### src/rtl/tws_cfg.svh
// Purpose: Constants of the two-wire memory slave front end.
// Assumes: A 125 MHz system clock.
// Notes:   Included by the package and by every design module.
`ifndef TWS_CFG_SVH
`define TWS_CFG_SVH

// ------------------------------------------------------------------
// Geometry
// ------------------------------------------------------------------
`define TWS_ADDR_W     7
`define TWS_DATA_W     8
`define TWS_MEM_DEPTH  128
`define TWS_PAGE_W     2
`define TWS_FIFO_DEPTH 32

// ------------------------------------------------------------------
// Bit framing
// ------------------------------------------------------------------
`define TWS_BITS_FULL  4'h8
`define TWS_BIT_LAST   4'h7
`define TWS_BIT_ZERO   4'h0

// ------------------------------------------------------------------
// Reset values
// ------------------------------------------------------------------
`define TWS_PIN_RST    3'h3
`define TWS_SDA_REL    1'h1
`define TWS_RST_SYNC   2'h0

// ------------------------------------------------------------------
// Timing
// ------------------------------------------------------------------
`define TWS_CLK_MHZ    125
`define TWS_PROG_US    5000

`endif

### src/rtl/tws_pkg.sv
// Purpose: Types shared by the two-wire memory slave front end.
// Assumes: The constants header is on the include path.
// Notes:   Holds types only; numbers live in the header.
`include "tws_cfg.svh"

package tws_pkg;

  // ----------------------------------------------------------------
  // Types
  // ----------------------------------------------------------------
  typedef logic [`TWS_ADDR_W-1:0] tws_addr_t;
  typedef logic [`TWS_DATA_W-1:0] tws_byte_t;

  typedef enum logic [3:0] {
    ST_IDLE,
    ST_CMD,
    ST_CMD_ACK,
    ST_WR,
    ST_WR_ACK,
    ST_RD,
    ST_RD_ACK,
    ST_COMMIT,
    ST_FLUSH,
    ST_PROG
  } tws_state_t;

endpackage : tws_pkg

### src/rtl/tws_fifo.sv
// Purpose: Synchronous FIFO with valid and ready on both sides.
// Assumes: DEPTH is a power of two.
// Notes:   Read data is shown combinationally while valid is high.
`timescale 1ns/100ps
`include "tws_cfg.svh"

module tws_fifo #(
  parameter int WIDTH = `TWS_ADDR_W + `TWS_DATA_W,
  parameter int DEPTH = `TWS_FIFO_DEPTH
) (
  input  wire logic             clk_in,
  input  wire logic             rst_n_in,
  input  wire logic             wr_valid_in,
  input  wire logic [WIDTH-1:0] wr_data_in,
  output logic                  wr_ready_out,
  output logic                  rd_valid_out,
  output logic      [WIDTH-1:0] rd_data_out,
  input  wire logic             rd_ready_in
);

  localparam int AW = $clog2(DEPTH);

  logic [WIDTH-1:0] store [DEPTH];
  logic [AW-1:0]    wr_ptr_ff;
  logic [AW-1:0]    nxt_wr_ptr;
  logic [AW-1:0]    rd_ptr_ff;
  logic [AW-1:0]    nxt_rd_ptr;
  logic [AW:0]      cnt_ff;
  logic [AW:0]      nxt_cnt;
  logic             do_wr;
  logic             do_rd;

  // ----------------------------------------------------------------
  // Handshake and next state
  // ----------------------------------------------------------------
  always_comb begin
    wr_ready_out = (cnt_ff != (AW+1)'(DEPTH));
    rd_valid_out = (cnt_ff != '0);
    rd_data_out  = store[rd_ptr_ff];
    do_wr        = wr_valid_in && wr_ready_out;
    do_rd        = rd_ready_in && rd_valid_out;
    nxt_wr_ptr   = do_wr ? wr_ptr_ff + AW'(1) : wr_ptr_ff;
    nxt_rd_ptr   = do_rd ? rd_ptr_ff + AW'(1) : rd_ptr_ff;
    nxt_cnt      = cnt_ff;
    if (do_wr && !do_rd) begin
      nxt_cnt = cnt_ff + (AW+1)'(1);
    end else if (do_rd && !do_wr) begin
      nxt_cnt = cnt_ff - (AW+1)'(1);
    end
  end

  // ----------------------------------------------------------------
  // Registers
  // ----------------------------------------------------------------
  always_ff @(posedge clk_in or negedge rst_n_in) begin
    if (!rst_n_in) begin
      wr_ptr_ff <= '0;
      rd_ptr_ff <= '0;
      cnt_ff    <= '0;
    end else begin
      wr_ptr_ff <= nxt_wr_ptr;
      rd_ptr_ff <= nxt_rd_ptr;
      cnt_ff    <= nxt_cnt;
    end
  end

  always_ff @(posedge clk_in) begin
    if (do_wr) begin
      store[wr_ptr_ff] <= wr_data_in;
    end
  end

endmodule : tws_fifo

### src/rtl/tws_top.sv
// Purpose: Slave front end of a 128-byte two-wire serial memory.
// Assumes: The bus master drives the serial clock; pins are asynchronous.
// Notes:   Summary of operation below; nrst_in is the power-on reset.
//
// Summary of operation
// - Data falling while clock high is a start condition.
// - Outside programming, wait for start; ignore bus while programming.
// - Data rising while clock high is a stop; it ends communication.
// - A stop after a read returns the device to standby.
// - A stop after a write with write protect low starts the self-timed programming cycle.
// - Transmitter releases data after 8 bits; receiver acknowledges in 9th.
// - Each received write byte is acknowledged low in the 9th bit while the 32-entry buffer has room.
// - Incoming data is sampled on each rising serial clock edge.
// - Write protect high blocks all memory changes; low allows them.
// - While power-on reset is active no command is answered.
// - The data line is open drain: pulled low or released.
// - The device is slave only and never drives the clock.
// - Address and direction share one command byte.
// - The array holds 128 locations of 8 bits.
// - Page writes take up to 32 bytes; address advances per byte and wraps within a 4-byte page.
`timescale 1ns/100ps
`include "tws_cfg.svh"

module tws_top
  import tws_pkg::*;
#(
  parameter int unsigned PROG_CYCLES = `TWS_PROG_US * `TWS_CLK_MHZ,
  parameter int          FIFO_DEPTH  = `TWS_FIFO_DEPTH,
  parameter int          MEM_DEPTH   = `TWS_MEM_DEPTH
) (
  input  wire logic clk_in,
  input  wire logic nrst_in,
  input  wire logic scl_in,
  input  wire logic sda_in,
  input  wire logic write_protect_input_in,
  output logic      sda_out,
  output logic      sda_oe_n_out,
  output logic      busy_out
);

  localparam int CNT_W  = $clog2(PROG_CYCLES + 1);
  localparam int FIFO_W = `TWS_ADDR_W + `TWS_DATA_W;

  // ----------------------------------------------------------------
  // Declarations
  // ----------------------------------------------------------------
  logic [1:0]       rst_sync_ff;
  logic [1:0]       nxt_rst_sync;
  logic             rst_n;
  logic [2:0]       pin_raw;
  logic [2:0]       pin_s1_ff;
  logic [2:0]       pin_s2_ff;
  logic [2:0]       pin_s3_ff;
  logic [2:0]       pin_st_ff;
  logic [2:0]       nxt_pin_st;
  logic             scl_rise;
  logic             scl_fall;
  logic             start_cond;
  logic             stop_cond;
  logic             sda_now;
  logic             wp_now;
  tws_state_t       state_ff;
  tws_state_t       nxt_state;
  logic [3:0]       bit_cnt_ff;
  logic [3:0]       nxt_bit_cnt;
  tws_byte_t        shift_ff;
  tws_byte_t        nxt_shift;
  tws_addr_t        addr_ff;
  tws_addr_t        nxt_addr;
  logic             rw_ff;
  logic             nxt_rw;
  logic             wrote_ff;
  logic             nxt_wrote;
  logic             sda_oe_n_ff;
  logic             nxt_sda_oe_n;
  logic             busy_ff;
  logic             nxt_busy;
  logic [CNT_W-1:0] prog_cnt_ff;
  logic [CNT_W-1:0] nxt_prog_cnt;
  logic             push_c;
  logic             pop_c;
  logic             mem_we_c;
  logic             fifo_wr_ready;
  logic             fifo_rd_valid;
  logic [FIFO_W-1:0] fifo_rd_data;
  tws_byte_t        mem_rd;
  tws_byte_t        mem [MEM_DEPTH];

  // ----------------------------------------------------------------
  // Decode helpers
  // ----------------------------------------------------------------
  function automatic tws_addr_t page_next(input tws_addr_t a);
    page_next = {a[`TWS_ADDR_W-1:`TWS_PAGE_W],
                 a[`TWS_PAGE_W-1:0] + `TWS_PAGE_W'(1)};
  endfunction : page_next

  function automatic logic is_busy(input tws_state_t st);
    is_busy = (st == ST_COMMIT) || (st == ST_FLUSH) || (st == ST_PROG);
  endfunction : is_busy

  // ----------------------------------------------------------------
  // Reset release
  // ----------------------------------------------------------------
  assign nxt_rst_sync = {rst_sync_ff[0], 1'b1};
  assign rst_n        = rst_sync_ff[1];

  always_ff @(posedge clk_in or negedge nrst_in) begin
    if (!nrst_in) begin
      rst_sync_ff <= `TWS_RST_SYNC;
    end else begin
      rst_sync_ff <= nxt_rst_sync;
    end
  end

  // ----------------------------------------------------------------
  // Pin synchronisers
  // ----------------------------------------------------------------
  assign pin_raw = {write_protect_input_in, sda_in, scl_in};

  genvar gi;
  generate
    for (gi = 0; gi < 3; gi++) begin : g_sync
      assign nxt_pin_st[gi] = (pin_s2_ff[gi] == pin_s3_ff[gi]) ?
                              pin_s3_ff[gi] : pin_st_ff[gi];
    end
  endgenerate

  always_ff @(posedge clk_in or negedge rst_n) begin
    if (!rst_n) begin
      pin_s1_ff <= `TWS_PIN_RST;
      pin_s2_ff <= `TWS_PIN_RST;
      pin_s3_ff <= `TWS_PIN_RST;
      pin_st_ff <= `TWS_PIN_RST;
    end else begin
      pin_s1_ff <= pin_raw;
      pin_s2_ff <= pin_s1_ff;
      pin_s3_ff <= pin_s2_ff;
      pin_st_ff <= nxt_pin_st;
    end
  end

  // ----------------------------------------------------------------
  // Bus events
  // ----------------------------------------------------------------
  always_comb begin
    sda_now    = pin_st_ff[1];
    wp_now     = pin_st_ff[2];
    scl_rise   = !pin_st_ff[0] && nxt_pin_st[0];
    scl_fall   = pin_st_ff[0] && !nxt_pin_st[0];
    start_cond = pin_st_ff[0] && nxt_pin_st[0] &&
                 pin_st_ff[1] && !nxt_pin_st[1];
    stop_cond  = pin_st_ff[0] && nxt_pin_st[0] &&
                 !pin_st_ff[1] && nxt_pin_st[1];
  end

  // ----------------------------------------------------------------
  // Storage array
  // ----------------------------------------------------------------
  assign mem_rd = mem[addr_ff];

  always_ff @(posedge clk_in) begin
    if (mem_we_c) begin
      mem[fifo_rd_data[FIFO_W-1:`TWS_DATA_W]] <=
        fifo_rd_data[`TWS_DATA_W-1:0];
    end
  end

  // ----------------------------------------------------------------
  // Write data buffer
  // ----------------------------------------------------------------
  tws_fifo #(
    .WIDTH (FIFO_W),
    .DEPTH (FIFO_DEPTH)
  ) u_fifo (
    .clk_in       (clk_in),
    .rst_n_in     (rst_n),
    .wr_valid_in  (push_c),
    .wr_data_in   ({addr_ff, shift_ff}),
    .wr_ready_out (fifo_wr_ready),
    .rd_valid_out (fifo_rd_valid),
    .rd_data_out  (fifo_rd_data),
    .rd_ready_in  (pop_c)
  );

  // ----------------------------------------------------------------
  // Protocol next state
  // ----------------------------------------------------------------
  always_comb begin
    nxt_state    = state_ff;
    nxt_bit_cnt  = bit_cnt_ff;
    nxt_shift    = shift_ff;
    nxt_addr     = addr_ff;
    nxt_rw       = rw_ff;
    nxt_wrote    = wrote_ff;
    nxt_sda_oe_n = sda_oe_n_ff;
    nxt_prog_cnt = prog_cnt_ff;
    push_c       = 1'b0;
    pop_c        = 1'b0;
    mem_we_c     = 1'b0;
    case (state_ff)
      ST_COMMIT: begin
        if (fifo_rd_valid) begin
          mem_we_c = 1'b1;
          pop_c    = 1'b1;
        end else begin
          nxt_state    = ST_PROG;
          nxt_prog_cnt = '0;
        end
      end
      ST_PROG: begin
        if (prog_cnt_ff == CNT_W'(PROG_CYCLES - 1)) begin
          nxt_state = ST_IDLE;
          nxt_wrote = 1'b0;
        end else begin
          nxt_prog_cnt = prog_cnt_ff + CNT_W'(1);
        end
      end
      ST_FLUSH: begin
        if (fifo_rd_valid) begin
          pop_c = 1'b1;
        end else begin
          nxt_state = ST_IDLE;
          nxt_wrote = 1'b0;
        end
      end
      default: begin
        if (stop_cond) begin
          nxt_sda_oe_n = `TWS_SDA_REL;
          if (!wrote_ff) begin
            nxt_state = ST_IDLE;
          end else if (wp_now) begin
            nxt_state = ST_FLUSH;
          end else begin
            nxt_state = ST_COMMIT;
          end
        end else if (start_cond) begin
          nxt_state    = ST_CMD;
          nxt_bit_cnt  = `TWS_BIT_ZERO;
          nxt_sda_oe_n = `TWS_SDA_REL;
        end else begin
          case (state_ff)
            ST_CMD: begin
              if (scl_rise) begin
                nxt_shift   = {shift_ff[6:0], sda_now};
                nxt_bit_cnt = bit_cnt_ff + 4'h1;
              end else if (scl_fall && bit_cnt_ff == `TWS_BITS_FULL) begin
                nxt_addr     = shift_ff[7:1];
                nxt_rw       = shift_ff[0];
                nxt_sda_oe_n = 1'b0;
                nxt_state    = ST_CMD_ACK;
              end
            end
            ST_CMD_ACK: begin
              if (scl_fall) begin
                nxt_bit_cnt = `TWS_BIT_ZERO;
                if (rw_ff) begin
                  nxt_state    = ST_RD;
                  nxt_shift    = mem_rd;
                  nxt_sda_oe_n = mem_rd[7];
                end else begin
                  nxt_state    = ST_WR;
                  nxt_sda_oe_n = `TWS_SDA_REL;
                end
              end
            end
            ST_WR: begin
              if (scl_rise) begin
                nxt_shift   = {shift_ff[6:0], sda_now};
                nxt_bit_cnt = bit_cnt_ff + 4'h1;
              end else if (scl_fall && bit_cnt_ff == `TWS_BITS_FULL) begin
                if (fifo_wr_ready) begin
                  push_c       = 1'b1;
                  nxt_wrote    = 1'b1;
                  nxt_sda_oe_n = 1'b0;
                  nxt_state    = ST_WR_ACK;
                end else begin
                  nxt_state = ST_IDLE;
                end
              end
            end
            ST_WR_ACK: begin
              if (scl_fall) begin
                nxt_sda_oe_n = `TWS_SDA_REL;
                nxt_bit_cnt  = `TWS_BIT_ZERO;
                nxt_addr     = page_next(addr_ff);
                nxt_state    = ST_WR;
              end
            end
            ST_RD: begin
              if (scl_fall) begin
                if (bit_cnt_ff == `TWS_BIT_LAST) begin
                  nxt_sda_oe_n = `TWS_SDA_REL;
                  nxt_bit_cnt  = `TWS_BIT_ZERO;
                  nxt_state    = ST_RD_ACK;
                end else begin
                  nxt_shift    = {shift_ff[6:0], 1'b0};
                  nxt_sda_oe_n = shift_ff[6];
                  nxt_bit_cnt  = bit_cnt_ff + 4'h1;
                end
              end
            end
            ST_RD_ACK: begin
              if (scl_rise) begin
                if (sda_now) begin
                  nxt_state = ST_IDLE;
                end else begin
                  nxt_addr = addr_ff + 7'h01;
                end
              end else if (scl_fall) begin
                nxt_state    = ST_RD;
                nxt_shift    = mem_rd;
                nxt_sda_oe_n = mem_rd[7];
                nxt_bit_cnt  = `TWS_BIT_ZERO;
              end
            end
            default: begin
              nxt_state = state_ff;
            end
          endcase
        end
      end
    endcase
    nxt_busy = is_busy(nxt_state);
  end

  // ----------------------------------------------------------------
  // Protocol registers
  // ----------------------------------------------------------------
  always_ff @(posedge clk_in or negedge rst_n) begin
    if (!rst_n) begin
      state_ff    <= ST_IDLE;
      bit_cnt_ff  <= `TWS_BIT_ZERO;
      shift_ff    <= '0;
      addr_ff     <= '0;
      rw_ff       <= 1'b0;
      wrote_ff    <= 1'b0;
      sda_oe_n_ff <= `TWS_SDA_REL;
      busy_ff     <= 1'b0;
      prog_cnt_ff <= '0;
    end else begin
      state_ff    <= nxt_state;
      bit_cnt_ff  <= nxt_bit_cnt;
      shift_ff    <= nxt_shift;
      addr_ff     <= nxt_addr;
      rw_ff       <= nxt_rw;
      wrote_ff    <= nxt_wrote;
      sda_oe_n_ff <= nxt_sda_oe_n;
      busy_ff     <= nxt_busy;
      prog_cnt_ff <= nxt_prog_cnt;
    end
  end

  // ----------------------------------------------------------------
  // Outputs
  // ----------------------------------------------------------------
  // The serial clock is an input only; the device never drives it.
  assign sda_out      = 1'b0;
  assign sda_oe_n_out = sda_oe_n_ff;
  assign busy_out     = busy_ff;

endmodule : tws_top

### config.mk
export PLATFORM = sky130hd
export DESIGN_NAME = tws_top
export DESIGN_NICKNAME = d
export VERILOG_FILES = /design/src/rtl/tws_pkg.sv /design/src/rtl/tws_fifo.sv /design/src/rtl/tws_top.sv
export VERILOG_INCLUDE_DIRS = /design/src /design/src/rtl
export SDC_FILE = /design/constraint.sdc
export NUM_CORES = 2
export LEC_CHECK = 0
export ABC_AREA = 1
export BUFFER_PORTS_ARGS = -buffer_cell sky130_fd_sc_hd__buf_4
export CAP_MARGIN = 20
export CORE_ASPECT_RATIO = 0.8
export CORE_MARGIN = 1.5
export CORE_UTILIZATION = 28
export CTS_BUF_LIST = sky130_fd_sc_hd__clkbuf_2
export DETAILED_ROUTE_END_ITERATION = 8
export SKIP_LAST_GASP = 1
export SYNTH_ARGS = -nofsm -noshare
export SYNTH_HDL_FRONTEND = slang
export SYNTH_SLANG_ARGS = --single-unit
### constraint.sdc
create_clock -name clk_in -period 3.29 [get_ports clk_in]
set_clock_uncertainty 0.2 [all_clocks]
set_input_delay 0 -clock clk_in [delete_from_list [all_inputs] [get_ports clk_in]]
set_output_delay 0 -clock clk_in [all_outputs]
set_load 0.05 [all_outputs]
Yosys cells after proc, flatten, opt, wreduce, memory -nomap -nowiden. Memories as Yosys holds them, arrays and structs flattened. Cells that the tools add are included.

Muxes and demuxes: 88. Reduce and logical (&&, ||, !) cells: 43. Equal/unequal tests: 51. Add/subtract/negate cells: 8. Bitwise logic cells: 6.

Operators by type and width (count): 2-to-1 mux 4 bit (24); 2-to-1 mux 8 bit (7); 2-to-1 mux 20 bit (2); != test 4 bit (second input constant) (10); one-hot mux 20 bit (2 select lines) (1); 2-to-1 mux 1 bit (38); one-hot mux 8 bit (4 select lines) (1); != test 2 bit (second input constant) (15); 2-to-1 mux 7 bit (4); AND reduction 9 bit (3); == test 4 x 3 -> 1 bit (second input constant) (6); one-hot mux 4 bit (6 select lines) (1); one-hot mux 7 bit (3 select lines) (1); adder 20 x 1 -> 20 bit (second input constant) (1); == test 20 bit (second input constant) (1); == test 4 bit (second input constant) (5); one-hot mux 4 bit (4 select lines) (1); logical AND 1 bit (12); 2-to-1 mux 6 bit (2); != test 3 x 1 -> 1 bit (second input constant) (4); one-hot mux 4 bit (3 select lines) (1); AND reduction 12 bit (1); AND reduction 6 bit (2); nonzero test 3 bit (4); other kinds (28) (49).

RAM bits: 1504. Bits of input ports: 5. Word-level logic and storage cells: 217. Memories kept: 2. Output and inout port bits: 3. Flip-flop bits (word level): 77.

Memories: mem (words 128, width 8, read ports 1, clocked after memory_dff 0, write ports 1, RTL line tws_top.sv:87) `tws_byte_t mem [MEM_DEPTH];`; u_fifo.store (words 32, width 15, read ports 1, clocked after memory_dff 0, write ports 1, RTL line tws_fifo.sv:23) `logic [WIDTH-1:0] store [DEPTH];`.

Logic depth before layout (Yosys ltp).
Depth in word-level cells: 16. Mapped depth: 19. Depth with buffers taken out: 19.

By module. Synthesis repeated with hierarchy kept, for this count alone.

Cells, all modules: 5717. Area total of the unflattened synthesis: 66125.9 µm².

Modules (own cells, without submodules): tws_top (times used 1, seq. area each 32287.2 µm², cells an instance 3710, area an instance 44711.6 µm²); tws_fifo (times used 1, seq. area each 14814.2 µm², cells an instance 2007, area an instance 21414.3 µm²).

Worst setup path after synthesis. No wires, ideal clock.

Path kind: register -> register. From: register u_fifo.rd_ptr_ff[0]. To: memory mem[0][4] (netlist bit), data pin. Library setup time: 0.486 ns. Path buffers: 5. Data arrival time: 3.184 ns. Setup slack: -0.581 ns. Required time: 2.604 ns. Cell stages (with the launch flop): 13. Period minus slack after synthesis: 3.871 ns. Path through: dfrtp_1 -> buf_6 -> inv_4 -> buf_4 -> buf_2 -> buf_2 -> clkbuf_1 -> nor2_1 -> o221ai_1 -> o211ai_1 -> nand4_1 -> o21ai_0 -> inv_1.

Cells in the longest elaborated chain, start to end: 1.

RTL lines: start: declaration (RTL line tws_fifo.sv:26) `logic [AW-1:0] rd_ptr_ff;`; start signal: assignment (RTL line tws_fifo.sv:62) `rd_ptr_ff <= nxt_rd_ptr;`; memory (32 x 15 bit); via fifo_rd_data[4] (RTL line tws_top.sv:85) `logic [FIFO_W-1:0] fifo_rd_data;`; end: declaration (RTL line tws_top.sv:87).

The timed path passes the listed nets, and every way through them passes these cells.

Worst setup path after layout.
From: register u_fifo.rd_ptr_ff[0]. To: memory mem[116][0] (netlist bit) (enable).

Cells in the longest elaborated chain, start to end: 1.

RTL lines: memory (32 x 15 bit).

No other way between the ends.

==> run_results.csv <==
group,metric,value,unit
logic_synthesis,synthTopCellsByCount,"edfxtp_1, nor2_1, o21ai_0",
global_routing,grt_first_pass_wirelength,281000,um
logic_synthesis,syn_area,0.0644,mm^2
detailed_routing,postRouteAntennaNets,0,
sta,finalWorstSetupSlack,-0.152,ns
place,port_buffers,6,
sta,timing.final.crit_share,1.05,
global_routing,grtUsageTotal,0.158,
final_layout,final_core_util,0.332,
sta,finalCriticalPeriod,3.44,ns
logic_synthesis,avgSynthCellArea,12.4,um^2
worst_setup_path,setup.worst_path.start_class,"flop",
clock_network,cts_root_buf,"clkbuf_2",
sta,tightest_slew,0.881,ns
power_and_ir_drop,power_leakage,26.0,nW
worst_hold_path,hold_class,"flop to async pin",
logic_synthesis,synth.area.top_cells,"edfxtp_1, nor2_1, o21ai_0",
job,drv_cap,0,
global_routing,grt-ovfl-total,0,
sta,timing.fmax,290,MHz
detailed_routing,drt-total-wl,192000,um
logic_synthesis,synth-async-reset-ratio,0.0487,
worst_setup_path,reg2reg_from,"u_fifo.rd_ptr_ff[0]",
worst_setup_path,crit_start,"u_fifo.rd_ptr_ff[0]",
final_layout,final_cell_area,0.0759,mm^2
worst_setup_path,crit_arrival,4.32,ns
logic_synthesis,synth_cell_types,54,
clock_network,cts_tree,"built",
clock_network,htreeDepth,5,
sta,finalSetupViolations,264,
power_and_ir_drop,p_per_area,961,mW/mm^2
floorplan,dieWidth,539,um
global_routing,grt_pass1_vias,43700,
worst_setup_path,rr_worst_depth,13,
clock_network,numCtsBuffers,368,
clock_network,path_clk_slew,0.12,ns
floorplan,core,0.229,mm^2
floorplan,start_util,0.281,
logic_synthesis,synth_flop_cell,"edfxtp_1",
final_layout,fin_nets,5790,
logic_synthesis,synth_top_cell_area_share,0.702,
sta,finalHoldViolCount,0,
detailed_routing,routed_via_density,5.00,
logic_synthesis,synth_edf_count,1504,
detailed_routing,post-route-drc-count,0,
worst_setup_path,cp.required,4.17,ns
worst_setup_path,reg2reg_to,"mem[116][0]",
detailed_routing,num_vias,45300,
worst_setup_path,cp_max_fo,18,
logic_synthesis,ys_warn_count,0,
global_routing,grt_max_degree,113,
clock_network,clk_latency,1.54,ns
status,status,"finished with violations",
floorplan,die-area,0.233,mm^2
place,place_congestion,0.875,
sta,relSlewSlack,0.412,
place,dpl_cell_area,0.0714,mm^2
power_and_ir_drop,total_power,72.9,mW
status,violations,"setup timing",
final_layout,nFillCells,22700,
worst_setup_path,end_kind,"flop",
detailed_routing,dr.first_iter.drc_count,5550,
sta,holdWs,0.127,ns
floorplan,rows,157,
worst_setup_path,crit_end,"mem[116][0]",
detailed_routing,firstDrtPassIters,6,
worst_setup_path,critPathKind,"flop to flop",
logic_synthesis,synthCells,5199,
sta,rsz0062_at_grt,"true",
logic_synthesis,ys_seq_area_frac,0.732,
worst_setup_path,r2r_slack,-0.15,ns
logic_synthesis,synth_most_common_cell,"edfxtp_1",
floorplan,fp.dieH,432,um
detailed_routing,wl_per_cell,21.2,um
global_routing,antenna_found_initial,5,
final_layout,multi_input_area,0.0155,mm^2
floorplan,pin_count,8,
final_layout,regArea,0.0471,mm^2
clock_network,clockBufferDepth,4,
place,dp.cells,8370,
place,dpl.hpwl,115000,um
final_layout,fin_cells,9061,
final_layout,area_growth,17.9,%
power_and_ir_drop,peakVddDrop,0.000765,V
clock_network,clock-sinks,1581,
sta,slew_viol_final,0,
logic_synthesis,synth_seq_cells,1581,
final_layout,drive_gt1_frac,0.205,
logic_synthesis,synth.net_count,5220,
logic_synthesis,synth_top_cell_by_area,"edfxtp_1",
-- registers in the layout, summed over array words and instances, names as in the netlist --
signal,count
addr_ff,7
bit_cnt_ff,4
busy_out,1
mem,1024
pin_s1_ff,3
pin_s2_ff,3
pin_s3_ff,3
pin_st_ff,3
prog_cnt_ff,20
rst_sync_ff,2
rw_ff,1
sda_oe_n_out,1
shift_ff,8
state_ff,4
u_fifo.cnt_ff,6
u_fifo.rd_ptr_ff,5
u_fifo.store,480
u_fifo.wr_ptr_ff,5
wrote_ff,1
-- per-layer routing --
layer	wire [um]	vias up	GRT usage
li1	-	20300	-
met1	84600	22300	0.234
met2	81900	2447	0.229
met3	21800	287	0.0388
met4	3860	0	0.0431
met5	0	-	0
-- layout make-up --
cell class              instances  share of cell area
diodes                          2           0.0000659
repair buffers                525              0.0734
well taps                    3021              0.0498
clock buffers                 548              0.0361
repair inverters                1            0.000115
clock inverters                91             0.00752
inverters                     148             0.00816
multi-input cells            3144               0.204
flip-flops and latches       1581               0.621
-- stage by stage --
| stage | TNS, ns | worst slack, ns |
|---|---|---|
| 2_1_floorplan | 0 | 0.00779 |
| 3_3_place_gp | -9.20 | -0.140 |
| 3_5_place_dp | -6.55 | -0.102 |
| 4_1_cts | -1.53 | -0.0531 |
| 5_1_grt | -39.86 | -0.138 |
| 6_report | -10.57 | -0.152 |
-- timing repair --
item / in CTS / in global routing
endpoints found under the setup margin: 718 / 1161
endpoints found under the hold margin: 5 / 0
hold buffers: 16 / 0
setup buffers: 14 / 5
resized for setup: 45 / 78
gates cloned: 8 / 8
pin swaps: 16 / 16
-- logic make-up (layout without fill, tap and decap cells) --
logic type / after synthesis / count (layout) / share of synthesized area
adders and majority gates: 17 / 17 / 0.00338
AOI/OAI and AO/OA: 1184 / 1184 / 0.105
buffers and inverters: 474 / 1313 / 0.0328
muxes: 2 / 2 / 0.000330
xor gates and xnor gates: 26 / 26 / 0.00354
DFF: 1581 / 1581 / 0.732
and+or+nand+nor: 1913 / 1913 / 0.123
other: 2 / 4 / 0.000117
-- placed cells by master, fill, tap and decap left out, types with 7 or more instances in the layout --
master         instances
a21oi_1               67
buf_12                88
buf_4                371
buf_6                 30
bufinv_16              7
clkbuf_16              7
clkbuf_2             548
clkinv_1              62
clkinv_2              13
clkinvlp_4            13
dfrtp_1               58
dfstp_2                9
dlygate4sd3_1         16
edfxtp_1            1504
ha_1                  14
inv_1                124
inv_2                 13
nand2_1              486
nand2_2               12
nand2_4                9
nand3_1              257
nand3_2                8
nand4_1               58
nor2_1               996
nor2_2                22
nor2_4                12
nor3_1                19
nor4_1                10
o211ai_1             118
o21ai_0              714
o21ai_1               19
o21ai_2                9
o221ai_1              56
o22ai_1              172
or2_2                  7
xor2_1                23
-- where the power goes --
group          total, mW  internal [mW]  switching, mW
sequential          27.6           27.1          0.529
combinational       32.4           10.0           22.4
clock               12.9           4.96           7.89
total               72.9           42.1           30.8
-- critical path, cell delays in order, from the launching register on --
cell,delay (ns)
dfrtp_4,0.49
buf_12,0.16
bufbuf_16,0.29
o21ai_0,0.19
o221ai_1,0.16
nand3_1,0.25
nand4_1,0.18
nand2_2,0.15
buf_4,0.14
nand4_1,0.18
buf_6,0.21
clkbuf_16,0.21
nor2_4,0.11
buf_6,0.13
-- how the worst min path moves through the flow --
stage                    from        endpoint  slack (ns)  cells after the start
3_3_place_gp          nrst_in  rst_sync_ff[0]       -0.42                      1
4_1_cts               nrst_in  rst_sync_ff[0]        0.03                      5
5_1_grt        rst_sync_ff[1]    pin_s3_ff[2]        0.13                      0
2_1_floorplan         nrst_in  rst_sync_ff[0]       -0.50                      0
3_5_place_dp          nrst_in  rst_sync_ff[0]       -0.42                      1
6_report       rst_sync_ff[1]    pin_s3_ff[2]        0.13                      0
No activity file was read; power rests on OpenSTA's default activity.
